===== config.mk =====
export PLATFORM = sky130hd
export DESIGN_NAME = ifeb_top
export DESIGN_NICKNAME = d
export VERILOG_FILES = /design/src/ifeb_pkg.sv /design/src/ifeb_top.sv
export SDC_FILE = /design/constraint.sdc
export NUM_CORES = 1
export LEC_CHECK = 0
export BUFFER_PORTS_ARGS = -buffer_cell sky130_fd_sc_hd__buf_2
export CAP_MARGIN = 10
export CORE_ASPECT_RATIO = 1.2
export CORE_MARGIN = 2
export CORE_UTILIZATION = 40
export DETAILED_ROUTE_END_ITERATION = 8
export PLACE_DENSITY = 0.57
export SYNTH_ARGS = -nofsm -noshare
export SYNTH_HDL_FRONTEND = slang
export SYNTH_SLANG_ARGS = --single-unit

===== constraint.sdc =====
create_clock -name clk_sys_i -period 3.68 [get_ports clk_sys_i]
set_input_delay 0.184 -clock clk_sys_i [delete_from_list [all_inputs] [get_ports clk_sys_i]]
set_output_delay 0.184 -clock clk_sys_i [all_outputs]
set_load 0.02 [all_outputs]

===== src/ifeb_pkg.sv =====
package ifeb_pkg;
  localparam int ADDR_W = 4;
  localparam int DATA_W = 8;
  localparam int NUM_PINS = 6;
  localparam int NUM_TIMERS = 5;
  localparam int NUM_SRC = 15;
  localparam int ID_W = 4;

  // register offsets
  localparam logic [3:0] OFS_PIN_FUNC = 4'h0;
  localparam logic [3:0] OFS_EDGE_SEL = 4'h1;
  localparam logic [3:0] OFS_EXT_EN = 4'h2;
  localparam logic [3:0] OFS_TT_EN = 4'h3;
  localparam logic [3:0] OFS_EN3 = 4'h4;
  localparam logic [3:0] OFS_EXT_FLAGS = 4'h5;
  localparam logic [3:0] OFS_TT_FLAGS = 4'h6;
  localparam logic [3:0] OFS_CS_FLAGS = 4'h7;
  localparam logic [3:0] OFS_EVT_STATUS = 4'h8;
  localparam logic [3:0] OFS_EVT_MASK = 4'h9;

  // bits forced to 1 / to 0 on read, never stored
  localparam logic [7:0] EDGE_ONES = 8'hec;
  localparam logic [7:0] EXT_EN_ONES = 8'hc0;
  localparam logic [7:0] EN3_ONES = 8'h3c;
  localparam logic [7:0] EXT_FLAGS_ONES = 8'hc0;
  localparam logic [7:0] TT_FLAGS_ZEROS = 8'hc0;
  localparam logic [7:0] CS_FLAGS_ONES = 8'h3c;
  localparam logic [7:0] CS_FLAGS_ZEROS = 8'h40;
  localparam logic [7:0] RST_ZERO = 8'h00;

  // field positions
  localparam int NOISE_EN_BIT = 7;
  localparam int DT_BIT = 5;
  localparam int AD_BIT = 7;
  localparam int SPARE_BIT = 6;
  localparam int S2_BIT = 1;
  localparam int S1_BIT = 0;

  // event status bits
  localparam int EV_EXT = 0;
  localparam int EV_TIMER = 1;
  localparam int EV_DT = 2;
  localparam int EV_AD = 3;
  localparam int EV_SERIAL = 4;
  localparam int EV_NOISE = 5;

  // noise canceller sampling period in states (cycles)
  localparam int NOISE_STATES = 256;
  localparam logic [7:0] NOISE_LAST = 8'(NOISE_STATES - 1);

  typedef struct packed {
    logic [5:0] sync1;
    logic [5:0] sync2;
    logic [5:0] sync3;
    logic [5:0] pin_lvl;
    logic [7:0] noise_cnt;
    logic noise_smp;
    logic noise_lvl;
    logic [7:0] pin_func;
    logic [7:0] edge_sel;
    logic [7:0] ext_en;
    logic [7:0] tt_en;
    logic [7:0] en3;
    logic [7:0] ext_flags;
    logic [7:0] tt_flags;
    logic [7:0] cs_flags;
    logic [7:0] evt_status;
    logic [7:0] evt_mask;
    logic [7:0] rd_data;
    logic irq;
    logic pend_valid;
    logic [3:0] pend_id;
  } ifeb_state_t;
endpackage


===== src/ifeb_top.sv =====
`timescale 1ns/1ps
module ifeb_top
(
  // clock, reset, enable
  input wire logic clk_sys_i,
  input wire logic rst_n_i,
  input wire logic ce_i,
  // register port
  input wire logic [ifeb_pkg::ADDR_W-1:0] addr_i,
  input wire logic [ifeb_pkg::DATA_W-1:0] wdata_i,
  input wire logic wr_i,
  input wire logic rd_i,
  output logic [ifeb_pkg::DATA_W-1:0] rdata_o,
  // external request pins, asynchronous
  input wire logic [ifeb_pkg::NUM_PINS-1:0] irq_pin_i,
  // peripheral request pulses, same clock
  input wire logic [ifeb_pkg::NUM_TIMERS-1:0] timer_ovf_i,
  input wire logic conv_done_i,
  input wire logic serial_one_evt_i,
  input wire logic serial_two_evt_i,
  // system mode for direct transfer
  input wire logic subactive_i,
  input wire logic sleep_exec_i,
  input wire logic direct_transfer_on_i,
  input wire logic low_speed_select_i,
  // toward the cpu core
  output logic req_valid_o,
  output logic [ifeb_pkg::ID_W-1:0] req_id_o,
  output logic irq_o
);
  import ifeb_pkg::*;

  ifeb_state_t st_r;
  ifeb_state_t st_nxt;
  logic [1:0] rst_pipe_r;
  logic rst_sync_n;

  // reset enters asynchronously, is released on the clock
  always_ff @(posedge clk_sys_i or negedge rst_n_i)
  begin
    if (!rst_n_i)
    begin
      rst_pipe_r <= 2'b00;
    end
    else
    begin
      rst_pipe_r <= {rst_pipe_r[0], 1'b1};
    end
  end
  assign rst_sync_n = rst_pipe_r[1];

  // write-zero clears; a set in the same cycle wins
  function automatic logic [7:0] clr_set(input logic [7:0] flags, input logic hit, input logic [7:0] wd,
                                         input logic [7:0] set);
    logic [7:0] clr;
    clr = hit ? ~wd : 8'h00;
    clr_set = (flags & ~clr) | set;
  endfunction

  // fixed read values for reserved bits
  function automatic logic [7:0] rd_fix(input logic [7:0] val, input logic [7:0] ones, input logic [7:0] zeros);
    rd_fix = (val | ones) & ~zeros;
  endfunction

  function automatic logic edge_hit(input logic old_lvl, input logic new_lvl, input logic rising);
    edge_hit = rising ? (new_lvl & ~old_lvl) : (old_lvl & ~new_lvl);
  endfunction

  logic [NUM_SRC-1:0] active;
  logic [NUM_PINS-1:0] pin_new;
  logic [NUM_PINS-1:0] ext_set;
  logic [NUM_PINS-1:0] pin_rise;
  logic [7:0] tt_set;
  logic [7:0] cs_set;
  logic wr_hit_ext;
  logic wr_hit_tt;
  logic wr_hit_cs;
  logic noise_on;
  logic noise_tick;
  logic noise_reject;
  logic lvl0_old;
  logic lvl0_new;
  logic dt_set;
  logic [7:0] rd_mux;
  logic [7:0] evt_set;
  logic [7:0] evt_clr;

  always_comb
  begin
    st_nxt = st_r;

    // pin synchronisers: level moves once stage two and three agree
    st_nxt.sync1 = irq_pin_i;
    st_nxt.sync2 = st_r.sync1;
    st_nxt.sync3 = st_r.sync2;
    for (int i = 0; i < NUM_PINS; i++)
    begin
      pin_new[i] = (st_r.sync2[i] == st_r.sync3[i]) ? st_r.sync3[i] : st_r.pin_lvl[i];
    end
    st_nxt.pin_lvl = pin_new;

    // pin 0 noise canceller; a level counts only once two successive samples, 256 cycles apart, agree
    noise_on = st_r.pin_func[NOISE_EN_BIT];
    noise_tick = noise_on && (st_r.noise_cnt == NOISE_LAST);
    noise_reject = 1'b0;
    st_nxt.noise_cnt = noise_on ? st_r.noise_cnt + 8'h01 : 8'h00;
    if (noise_tick)
    begin
      st_nxt.noise_smp = st_r.pin_lvl[0];
      if (st_r.pin_lvl[0] == st_r.noise_smp)
      begin
        st_nxt.noise_lvl = st_r.pin_lvl[0];
      end
      else
      begin
        noise_reject = 1'b1;
      end
    end
    else if (!noise_on)
    begin
      // track the pin so enabling the filter makes no false edge
      st_nxt.noise_smp = pin_new[0];
      st_nxt.noise_lvl = pin_new[0];
    end
    lvl0_old = noise_on ? st_r.noise_lvl : st_r.pin_lvl[0];
    lvl0_new = noise_on ? st_nxt.noise_lvl : pin_new[0];

    // edge select: pins 4, 1, 0 selectable, others falling only
    pin_rise = '0;
    pin_rise[4] = st_r.edge_sel[4];
    pin_rise[1] = st_r.edge_sel[1];
    pin_rise[0] = st_r.edge_sel[0];
    ext_set[0] = st_r.pin_func[0] && edge_hit(lvl0_old, lvl0_new, pin_rise[0]);
    for (int i = 1; i < NUM_PINS; i++)
    begin
      ext_set[i] = st_r.pin_func[i] && edge_hit(st_r.pin_lvl[i], pin_new[i], pin_rise[i]);
    end

    // peripheral set sources
    dt_set = subactive_i && sleep_exec_i && direct_transfer_on_i && !low_speed_select_i
             && st_r.tt_en[DT_BIT];
    tt_set = {2'b00, dt_set, timer_ovf_i};
    cs_set = '0;
    cs_set[AD_BIT] = conv_done_i;
    cs_set[S2_BIT] = serial_two_evt_i;
    cs_set[S1_BIT] = serial_one_evt_i;

    // register writes
    wr_hit_ext = wr_i && (addr_i == OFS_EXT_FLAGS);
    wr_hit_tt = wr_i && (addr_i == OFS_TT_FLAGS);
    wr_hit_cs = wr_i && (addr_i == OFS_CS_FLAGS);
    if (wr_i)
    begin
      case (addr_i)
        OFS_PIN_FUNC: st_nxt.pin_func = wdata_i;
        OFS_EDGE_SEL: st_nxt.edge_sel = wdata_i & ~EDGE_ONES;
        OFS_EXT_EN: st_nxt.ext_en = wdata_i & ~EXT_EN_ONES;
        OFS_TT_EN: st_nxt.tt_en = wdata_i;
        OFS_EN3: st_nxt.en3 = wdata_i & ~EN3_ONES;
        OFS_EVT_MASK: st_nxt.evt_mask = wdata_i;
        default: st_nxt.pin_func = st_r.pin_func;
      endcase
    end

    // flags survive acceptance; only a zero write removes them
    st_nxt.ext_flags = clr_set(st_r.ext_flags, wr_hit_ext, wdata_i, {2'b00, ext_set}) & ~EXT_FLAGS_ONES;
    st_nxt.tt_flags = clr_set(st_r.tt_flags, wr_hit_tt, wdata_i, tt_set) & ~TT_FLAGS_ZEROS;
    st_nxt.cs_flags = clr_set(st_r.cs_flags, wr_hit_cs, wdata_i, cs_set)
                      & ~(CS_FLAGS_ONES | CS_FLAGS_ZEROS);

    // read mux; reserved bits come from constants, not storage
    case (addr_i)
      OFS_PIN_FUNC: rd_mux = st_r.pin_func;
      OFS_EDGE_SEL: rd_mux = rd_fix(st_r.edge_sel, EDGE_ONES, RST_ZERO);
      OFS_EXT_EN: rd_mux = rd_fix(st_r.ext_en, EXT_EN_ONES, RST_ZERO);
      OFS_TT_EN: rd_mux = st_r.tt_en;
      OFS_EN3: rd_mux = rd_fix(st_r.en3, EN3_ONES, RST_ZERO);
      OFS_EXT_FLAGS: rd_mux = rd_fix(st_r.ext_flags, EXT_FLAGS_ONES, RST_ZERO);
      OFS_TT_FLAGS: rd_mux = rd_fix(st_r.tt_flags, RST_ZERO, TT_FLAGS_ZEROS);
      OFS_CS_FLAGS: rd_mux = rd_fix(st_r.cs_flags, CS_FLAGS_ONES, CS_FLAGS_ZEROS);
      OFS_EVT_STATUS: rd_mux = st_r.evt_status;
      OFS_EVT_MASK: rd_mux = st_r.evt_mask;
      default: rd_mux = 8'h00;
    endcase
    st_nxt.rd_data = rd_i ? rd_mux : 8'h00;

    // sticky event status, cleared by reading it; new events win
    evt_set = '0;
    evt_set[EV_EXT] = |ext_set;
    evt_set[EV_TIMER] = |timer_ovf_i;
    evt_set[EV_DT] = dt_set;
    evt_set[EV_AD] = conv_done_i;
    evt_set[EV_SERIAL] = serial_one_evt_i | serial_two_evt_i;
    evt_set[EV_NOISE] = noise_reject;
    evt_clr = (rd_i && (addr_i == OFS_EVT_STATUS)) ? 8'hff : 8'h00;
    st_nxt.evt_status = (st_r.evt_status & ~evt_clr) | evt_set;
    st_nxt.irq = |(st_r.evt_status & st_r.evt_mask);

    // gate each flag with its enable
    active[5:0] = st_r.ext_flags[5:0] & st_r.ext_en[5:0];
    active[6] = st_r.tt_flags[DT_BIT] & st_r.tt_en[DT_BIT];
    active[11:7] = st_r.tt_flags[4:0] & st_r.tt_en[4:0];
    active[12] = st_r.cs_flags[AD_BIT] & st_r.en3[AD_BIT];
    active[13] = st_r.cs_flags[S1_BIT] & st_r.en3[S1_BIT];
    active[14] = st_r.cs_flags[S2_BIT] & st_r.en3[S2_BIT];

    // lowest index is highest priority; others stay pending in their flags
    st_nxt.pend_valid = |active;
    st_nxt.pend_id = '0;
    for (int i = NUM_SRC - 1; i >= 0; i--)
    begin
      if (active[i])
      begin
        st_nxt.pend_id = 4'(i);
      end
    end
  end

  always_ff @(posedge clk_sys_i or negedge rst_sync_n)
  begin
    if (!rst_sync_n)
    begin
      st_r <= '0;
    end
    else if (ce_i)
    begin
      st_r <= st_nxt;
    end
  end

  assign rdata_o = st_r.rd_data;
  assign irq_o = st_r.irq;
  assign req_valid_o = st_r.pend_valid;
  assign req_id_o = st_r.pend_id;
endmodule


==> key figures, run 1 <==
Synthesis
  – Yosys warnings: 0
  – Yosys reg bits: 110
  – Mapped Cells: 535
  – Synth top area share: about half
  – Yosys cell types: 65
  – Synth Area per Inst: 10.5 um2
  – Syn Nets: roughly 570
  – Post-synth EDFFs: 0
  – Post-Synthesis Cell Area: around 5600 um2
  – Post-synthesis sequential area ratio: 49.1%
  – Post-synth ARST share: 100%
  – Synth Flop Type: dfrtp_1
  – Cell taking the most area after synthesis: dfrtp_1
  – Cells taking the most area after synthesis: dfrtp_1 (49%), mux2_2 (11%), nand2_1 (4.9%)

Final layout
  – FF+latch area: 2760 um2
  – Area of the multi-input gates: 2570 um2
  – Layout cell share with drive strength beyond 1: 23.9%
  – Non-filler instance count after layout: 735
  – FILL cells: 1346
  – Synth-to-Final Area Change: 10.4%
  – Antenna cells: 0
  – Final net count: 595

Clocking
  – Post-CTS setup buffers: 0
  – Clock net sink count: 110
  – Clk_lat worst skew: approximately 0.36 ns
  – TritonCTS clock tree: done
  – Clock transition at path regs: 0.07 ns
  – Clock root cell: clkbuf_16
  – H-tree level count: 3
  – Max clock buf depth: 2
  – CTS buffer count: 9

Detailed routing
  – Vias post-DR: around 4300
  – Vias per inst: 5.86
  – Final ANT Viol Nets: 0
  – Pre-antenna DRT Iters: 4
  – Drt wl/cell: 20.1 um
  – Initial DRC Count: between 300 and 400
  – Drc violations: 0
  – Routed WL: around 15000 um

Placed design
  – Placement Setup Slack: between 1.5 and 2 ns
  – Final HPWL from detailed placement: 10600 um
  – PortBufs: 48
  – Cell total after placement: 718
  – RePlAce Congestion: between 0.8 and 0.9

Pwr
  – Leakage: 2.66 nW
  – PD cells: 548 nW/um2
  – Power after layout: 0.00340 W
  – VDD IR max: 0.000281 V

Timing
  – Final worst path period share: 49.7%
  – Final Hold Vio Count: 0
  – RSZ-0062 raised after global routing: false
  – Final Setup Violations: 0
  – Setup TNS: 0 ns
  – Final worst slack: 1.85 ns
  – Worst-Margin Slew: roughly 0.87 ns
  – Fmax: 546 MHz
  – Slew HR: between 40% and 50%
  – Minimum clock period after layout: about 1.8 ns
  – Final Skew: 0.00850 ns
  – Max-slew violation count: 0

Global route
  – Vias in the first global route: between 4000 and 5000
  – Initial antenna violation count: 0
  – First-pass GRT wire length: 23600 um
  – Total global-route track usage: 20.5%
  – Largest net degree at the start of global routing: between 60 and 70
  – Global route total overflow: 0

Setup path
  – Critical path launch point type: register
  – CP arrival: 2.06 ns
  – Crit Path Category: register to register
  – Type of element capturing the critical path: register
  – Req. time, crit path: 3.91 ns
  – Maximum fanout along the worst path: 7

Die
  – Die Y: 134 um
  – Core Region: between 10000 and 15000 um2
  – Die area: 15000 um2
  – Floorplan die width: 112 um
  – Num rows: 47
  – Initial Util: between 40% and 50%
  – I/O pins: 49

Worst hold path
  – HP Class: input pin to register

Run
  – Number of max-cap violations: 0

Run status
  – Status: finished, final reports clean
-- synth_stat cells, types with 5 or more instances --
master     instances
dfrtp_1          110
nand2_1           73
mux2_2            54
o21ai_0           48
a21oi_1           19
buf_2             14
inv_1             14
nor2_1            14
buf_4             13
clkbuf_1          10
nand3_1           10
nand3b_1          10
nand4_1           10
nor3_1            10
a22o_1             8
a22oi_1            7
nand2b_1           6
nor2b_1            6
o2bb2ai_1          6
a221o_1            5
a31oi_1            5
mux2i_1            5
o211ai_1           5
or3b_2             5
-- logic make-up after synthesis --
logic type,Yosys count,synth area share [%]
multiplexers,63,13.4
flip-flops,110,49.1
XOR/XNOR,5,0.781
other,1,0.0668
AND/OR/NAND/NOR,171,16.0
AO/OA/AOI/OAI,128,15.1
buffers and inverters,54,5.06
adder cells (fa/ha/maj),3,0.580
-- through the flow --
stage	instance area (um2)	utilization [%]	hold slack, ns
2_1_floorplan	5610	-	-0.112
3_3_place_gp	5870	42.6	-0.0308
3_5_place_dp	5870	42.6	-0.0278
4_1_cts	6200	45.0	0.0194
5_1_grt	6200	45.0	0.0333
6_report	6200	45.0	0.0283
-- state kept, by name (all words and copies together) (netlist names) --
name and cells:
req_id_o 4, pin_rise 3, st_nxt 12, noise_on 1
irq_o 1, st_r 78, req_valid_o 1, rst_pipe_r 2
rdata_o 8
-- cell usage in the layout (no fill, tap or decap), types with 3 or more instances in the layout --
cell type	n
a21oi_1	19
and2_1	3
nand2b_1	6
a22oi_1	7
inv_1	14
mux2_2	54
or3b_2	5
o211ai_1	5
buf_4	4
nand3_1	10
dfrtp_1	109
mux4_2	3
a31oi_1	5
nor3_1	10
nor2_1	14
nand4_1	10
clkbuf_16	9
o21ai_0	48
a21boi_0	3
clkbuf_8	3
nand3b_1	10
nor4bb_1	4
o2bb2ai_1	6
mux2i_1	5
a22o_1	8
nor2b_1	6
buf_2	48
xnor2_1	3
and3_1	4
nand2_1	73
a221o_1	5
-- final timing paths --
| kind | startpoint | to | slack (ns) | depth (start not counted) |
|---|---|---|---|---|
| setup / recovery | st_r[96] | st_r[22] | 1.85 | 5 |
| hold reg to reg | rst_pipe_r[0] | rst_pipe_r[1] | 0.35 | 0 |
| hold / removal | timer_ovf_i[2] | st_r[40] | 0.03 | 3 |
| min in group asynchronous | rst_n_i | rst_pipe_r[1] | 0.13 | 2 |
| max in group asynchronous | rst_pipe_r[1] | st_r[96] | 2.35 | 1 |
| setup reg to reg | st_r[96] | st_r[22] | 1.85 | 5 |
-- what timing repair did --
action | 4_1_cts | 5_1_grt
gates resized for setup | 0 | 0
hold buffers | 1 | 0
endpoints found under the hold margin | 2 | 0
-- routing by layer --
metal | global-route usage (%) | share of wire (%) | wire length (um) | up-vias
li1 | - | - | - | 2001
met1 | 28.3 | 44 | 6520 | 2165
met2 | 32.3 | 47 | 7000 | 121
met3 | 3.05 | 5.6 | 829 | 21
met4 | 9.28 | 2.7 | 395 | 0
met5 | 0 | 0 | 0 | -
-- report_power, final --
group | total, W | switching, W | internal (W) | leakage, nW
combinational | 0.000685 | 0.000355 | 0.000330 | 1.16
sequential | 0.00168 | 0.000245 | 0.00143 | 1.34
clock | 0.00103 | 0.000447 | 0.000586 | 0.159
-- final cells by class --
cell class | instances | area share [%]
flip-flops and latches | 110 | 44.5
multi-input cells | 371 | 41.5
well taps | 171 | 3.45
clock inverters | 4 | 0.848
repair buffers | 53 | 4.52
clock buffers | 12 | 4.30
inverters | 14 | 0.848
-- critical path, stage by stage (launching register included) --
cell       delay (ns)
dfrtp_1          0.43
ha_1             0.25
nand3_1          0.22
nor3_1           0.10
o2111ai_1        0.24
or3b_2           0.46
Note: power is estimated with default switching activity, not from simulation.
==> run 2: changes to the inputs <==
--- a/config.mk
+++ b/config.mk
@@ -11,7 +11,7 @@
 export CORE_MARGIN = 2
 export CORE_UTILIZATION = 40
 export DETAILED_ROUTE_END_ITERATION = 8
-export PLACE_DENSITY = 0.57
+export PLACE_DENSITY = 0.59
 export SYNTH_ARGS = -nofsm -noshare
 export SYNTH_HDL_FRONTEND = slang
 export SYNTH_SLANG_ARGS = --single-unit
==> constraint.sdc (replaced) <==
create_clock -name clk_sys_i -period 1.5 [get_ports clk_sys_i]
set_input_delay 0.075 -clock clk_sys_i [delete_from_list [all_inputs] [get_ports clk_sys_i]]
set_output_delay 0.075 -clock clk_sys_i [all_outputs]
set_load 0.02 [all_outputs]
==> run 2 against run 1 <==
Net effect: the flow now finishes with violations (negative setup slack); combinational power grew to 3.4 times the previous value; sequential share of layout area shrank 5.6 points; total power grew to 2.5 times the previous value; first-iteration DRC count grew 1.9%; fmax grew 17%; final cell count grew 14%; global-route usage grew 1.5 points; non-clock buffer count grew 105; cell area grew 14%; clock power grew 120%; register-to-register slack lost 1.9 ns; via count grew 9.7%; critical path type unchanged; largest cell class unchanged.
==> key figures, run 2 (synthesized netlist as in run 1, its figures left out) <==
Placed design
  – RePlAce Congestion: 0.914 (+4.0%)
  – Placed cell area: 6600 um2 (+13%)
  – Placement Setup Slack: -0.0911 ns (-1.69 ns)
  – PortBufs: 48 (unchanged)
  – Final HPWL from detailed placement: 11900 um (+12%)

Timing
  – Worst-Margin Slew: 0.524 ns (-0.350 ns)
  – Minimum clock period after layout: 1.57 ns (-0.261 ns)
  – Final worst slack: -0.0686 ns (-1.92 ns)
  – Fmax: 638 MHz (+17%)
  – RSZ-0062 raised after global routing: true
  – Final Setup Violations: 3 (+3)
  – Slew HR: 65.0% (+23 points)
  – Setup TNS: -0.144 ns (-0.144 ns)
  – Final Skew: 0.0118 ns (+0.00327 ns)
  – Hold_ws: 0.00366 ns (-0.0247 ns)
  – Max-slew violation count: 0 (unchanged)
  – Final worst path period share: 105% (+55 points)
  – Final Hold Vio Count: 0 (unchanged)

Final layout
  – Max FFs per register: 78 (unchanged)
  – Antenna cells: 0 (unchanged)
  – Leading cell type in the layout, fill and taps excluded: dfrtp_1
  – Synth-to-Final Area Change: 26.4%
  – Final net count: 700 (+18%)
  – Largest register by flop count: st_r
  – FF+latch area: 2760 um2 (about the same)
  – Layout cell share with drive strength beyond 1: 35.0% (+11 points)
  – Most frequent cells in the layout: dfrtp_1 (107), buf_4 (88), nand2_1 (73), mux2_2 (52), buf_2 (48)
  – Area of the multi-input gates: 2630 um2 (+2.2%)
  – Post-route cell area: 7090 um2 (+14%)
  – FILL cells: 1272 (-5.5%)

Detailed routing
  – Vias post-DR: 4727 (+9.7%)
  – Pre-antenna DRT Iters: 5 (+1)
  – Final ANT Viol Nets: 0 (unchanged)
  – Routed WL: 16000 um (+8.9%)
  – Vias per inst: 5.63 (-3.9%)
  – Drt wl/cell: 19.1 um (-4.6%)
  – Drc violations: 0 (unchanged)
  – Initial DRC Count: 327 (+1.9%)

Die
  – Die area: 15000 um2 (unchanged)
  – Floorplan die width: 112 um (unchanged)
  – Num rows: 47 (unchanged)
  – Die Y: 134 um (unchanged)
  – Initial Util: 40.8% (unchanged)
  – I/O pins: 49 (unchanged)
  – Core Region: 13800 um2 (unchanged)

Setup path
  – Worst path cell trace: ha_4 -> and3_4 -> nand4_1 -> o2111ai_2 -> or3b_4
  – CP bufs+invs: 0 (unchanged)
  – Req. time, crit path: 1.74 ns (-2.17 ns)
  – Maximum fanout along the worst path: 3 (-4)
  – Type of element capturing the critical path: register
  – Critical path launch point type: register
  – Slowest stage delay, CP: 0.40 ns (-0.06 ns)
  – CP delay by family, top: simple AND/OR/NAND/NOR gates
  – R2r startpoint: st_r[96]
  – CP Launch Point: st_r[96]
  – Critical path's slowest cell: dfrtp_1
  – Crit Path Category: register to register
  – CP arrival: 1.81 ns (-0.25 ns)

Pwr
  – PD cells: 1210 nW/um2 (+120%)
  – Leakage: 3.16 nW (+19%)
  – Sequential share of power: 46.4% (-3.0 points)
  – VDD IR max: 0.000523 V (+86%)
  – Comb power frac: 27.4% (+7.2 points)
  – P_int: 0.00591 W (+150%)
  – Clk pwr share: 26.1% (-4.3 points)
  – Switching share of power: 31.2% (+0.41 points)
  – Switching power: 0.00269 W (+160%)

Run status
  – Failing checks: negative setup slack
  – Status: complete, but fails checks

Clocking
  – CTS buffer count: 9 (unchanged)
  – TritonCTS clock tree: done
  – Clk_lat worst skew: 0.36 ns (about the same)
  – Max clock buf depth: 2 (unchanged)
  – Clock root cell: clkbuf_16
  – H-tree level count: 3 (unchanged)
  – Clock transition at path regs: 0.07 ns (about the same)
  – Clock net sink count: 110 (unchanged)

Worst hold path
  – HP Class: input pin to register
  – Hold_sp: sleep_exec_i

Global route
  – Global route total overflow: 0 (unchanged)
  – Vias in the first global route: 4737 (+13%)
  – Initial antenna violation count: 0 (unchanged)
  – Largest net degree at the start of global routing: 57 (-14%)
  – Total global-route track usage: 22.0% (+1.5 points)
  – First-pass GRT wire length: 25500 um (+8.1%)

Run
  – Number of max-cap violations: 0 (unchanged)
-- run 2: per-stage QoR --
stage               std cells  power, W  util, %
floorplan                 535   0.00535        -
global placement          804   0.00622     48.0
detailed placement        804   0.00631     48.0
CTS                       836   0.00860     51.3
global route              839   0.00904     51.5
finish                    839   0.00860     51.5
-- run 2: layer usage --
layer | vias to the layer above | GRT usage, % | wire (um)
met5 | - | 0 | 0
met4 | 0 | 9.01 | 434
met3 | 26 | 2.91 | 722
met2 | 141 | 36.7 | 7880
met1 | 2346 | 29.1 | 7010
li1 | 2214 | - | -
-- run 2: power by group through the flow --
| stage | Combinational [W] | Clock [W] | Sequential, W |
|---|---|---|---|
| 2_1_floorplan | 0.00142 | 0 | 0.00393 |
| 3_3_place_gp | 0.00221 | 0 | 0.00401 |
| 3_5_place_dp | 0.00228 | 0 | 0.00403 |
| 4_1_cts | 0.00234 | 0.00228 | 0.00399 |
| 5_1_grt | 0.00259 | 0.00239 | 0.00406 |
| 6_report | 0.00236 | 0.00225 | 0.00399 |
-- run 2: repair_timing --
item / in CTS / in global routing
gates cloned: 0 / 0
endpoints found under the setup margin: 3 / 5
hold endpoints to repair: 21 / 0
hold buffers: 17 / 0
pin swaps: 1 / 1
gates resized for setup: 4 / 3
setup buffers: 0 / 3
-- run 2: layout make-up --
cell class	count	share of cell area (%)
Timing Repair Buffer	158	16.5
Clock buffer	11	3.42
Tap cell	171	3.02
Sequential cell	110	38.9
Clock inverter	4	0.335
Inverter	14	0.741
Multi-Input combinational cell	371	37.1
-- run 2: tightest hold or removal path, stage by stage --
cell     delay [ns]
buf_2          0.09
nand4_1        0.08
o21ai_0        0.07
-- run 2: worst paths after layout --
path,to,slack (ns),cells after the start
max,st_r[22],-0.07,5
min,st_r[43],0.004,3
min in group asynchronous,rst_pipe_r[1],0.03,2
max in group asynchronous,st_r[102],0.61,1
min reg2reg,req_id_o[0],0.24,0
max reg2reg,st_r[22],-0.07,5
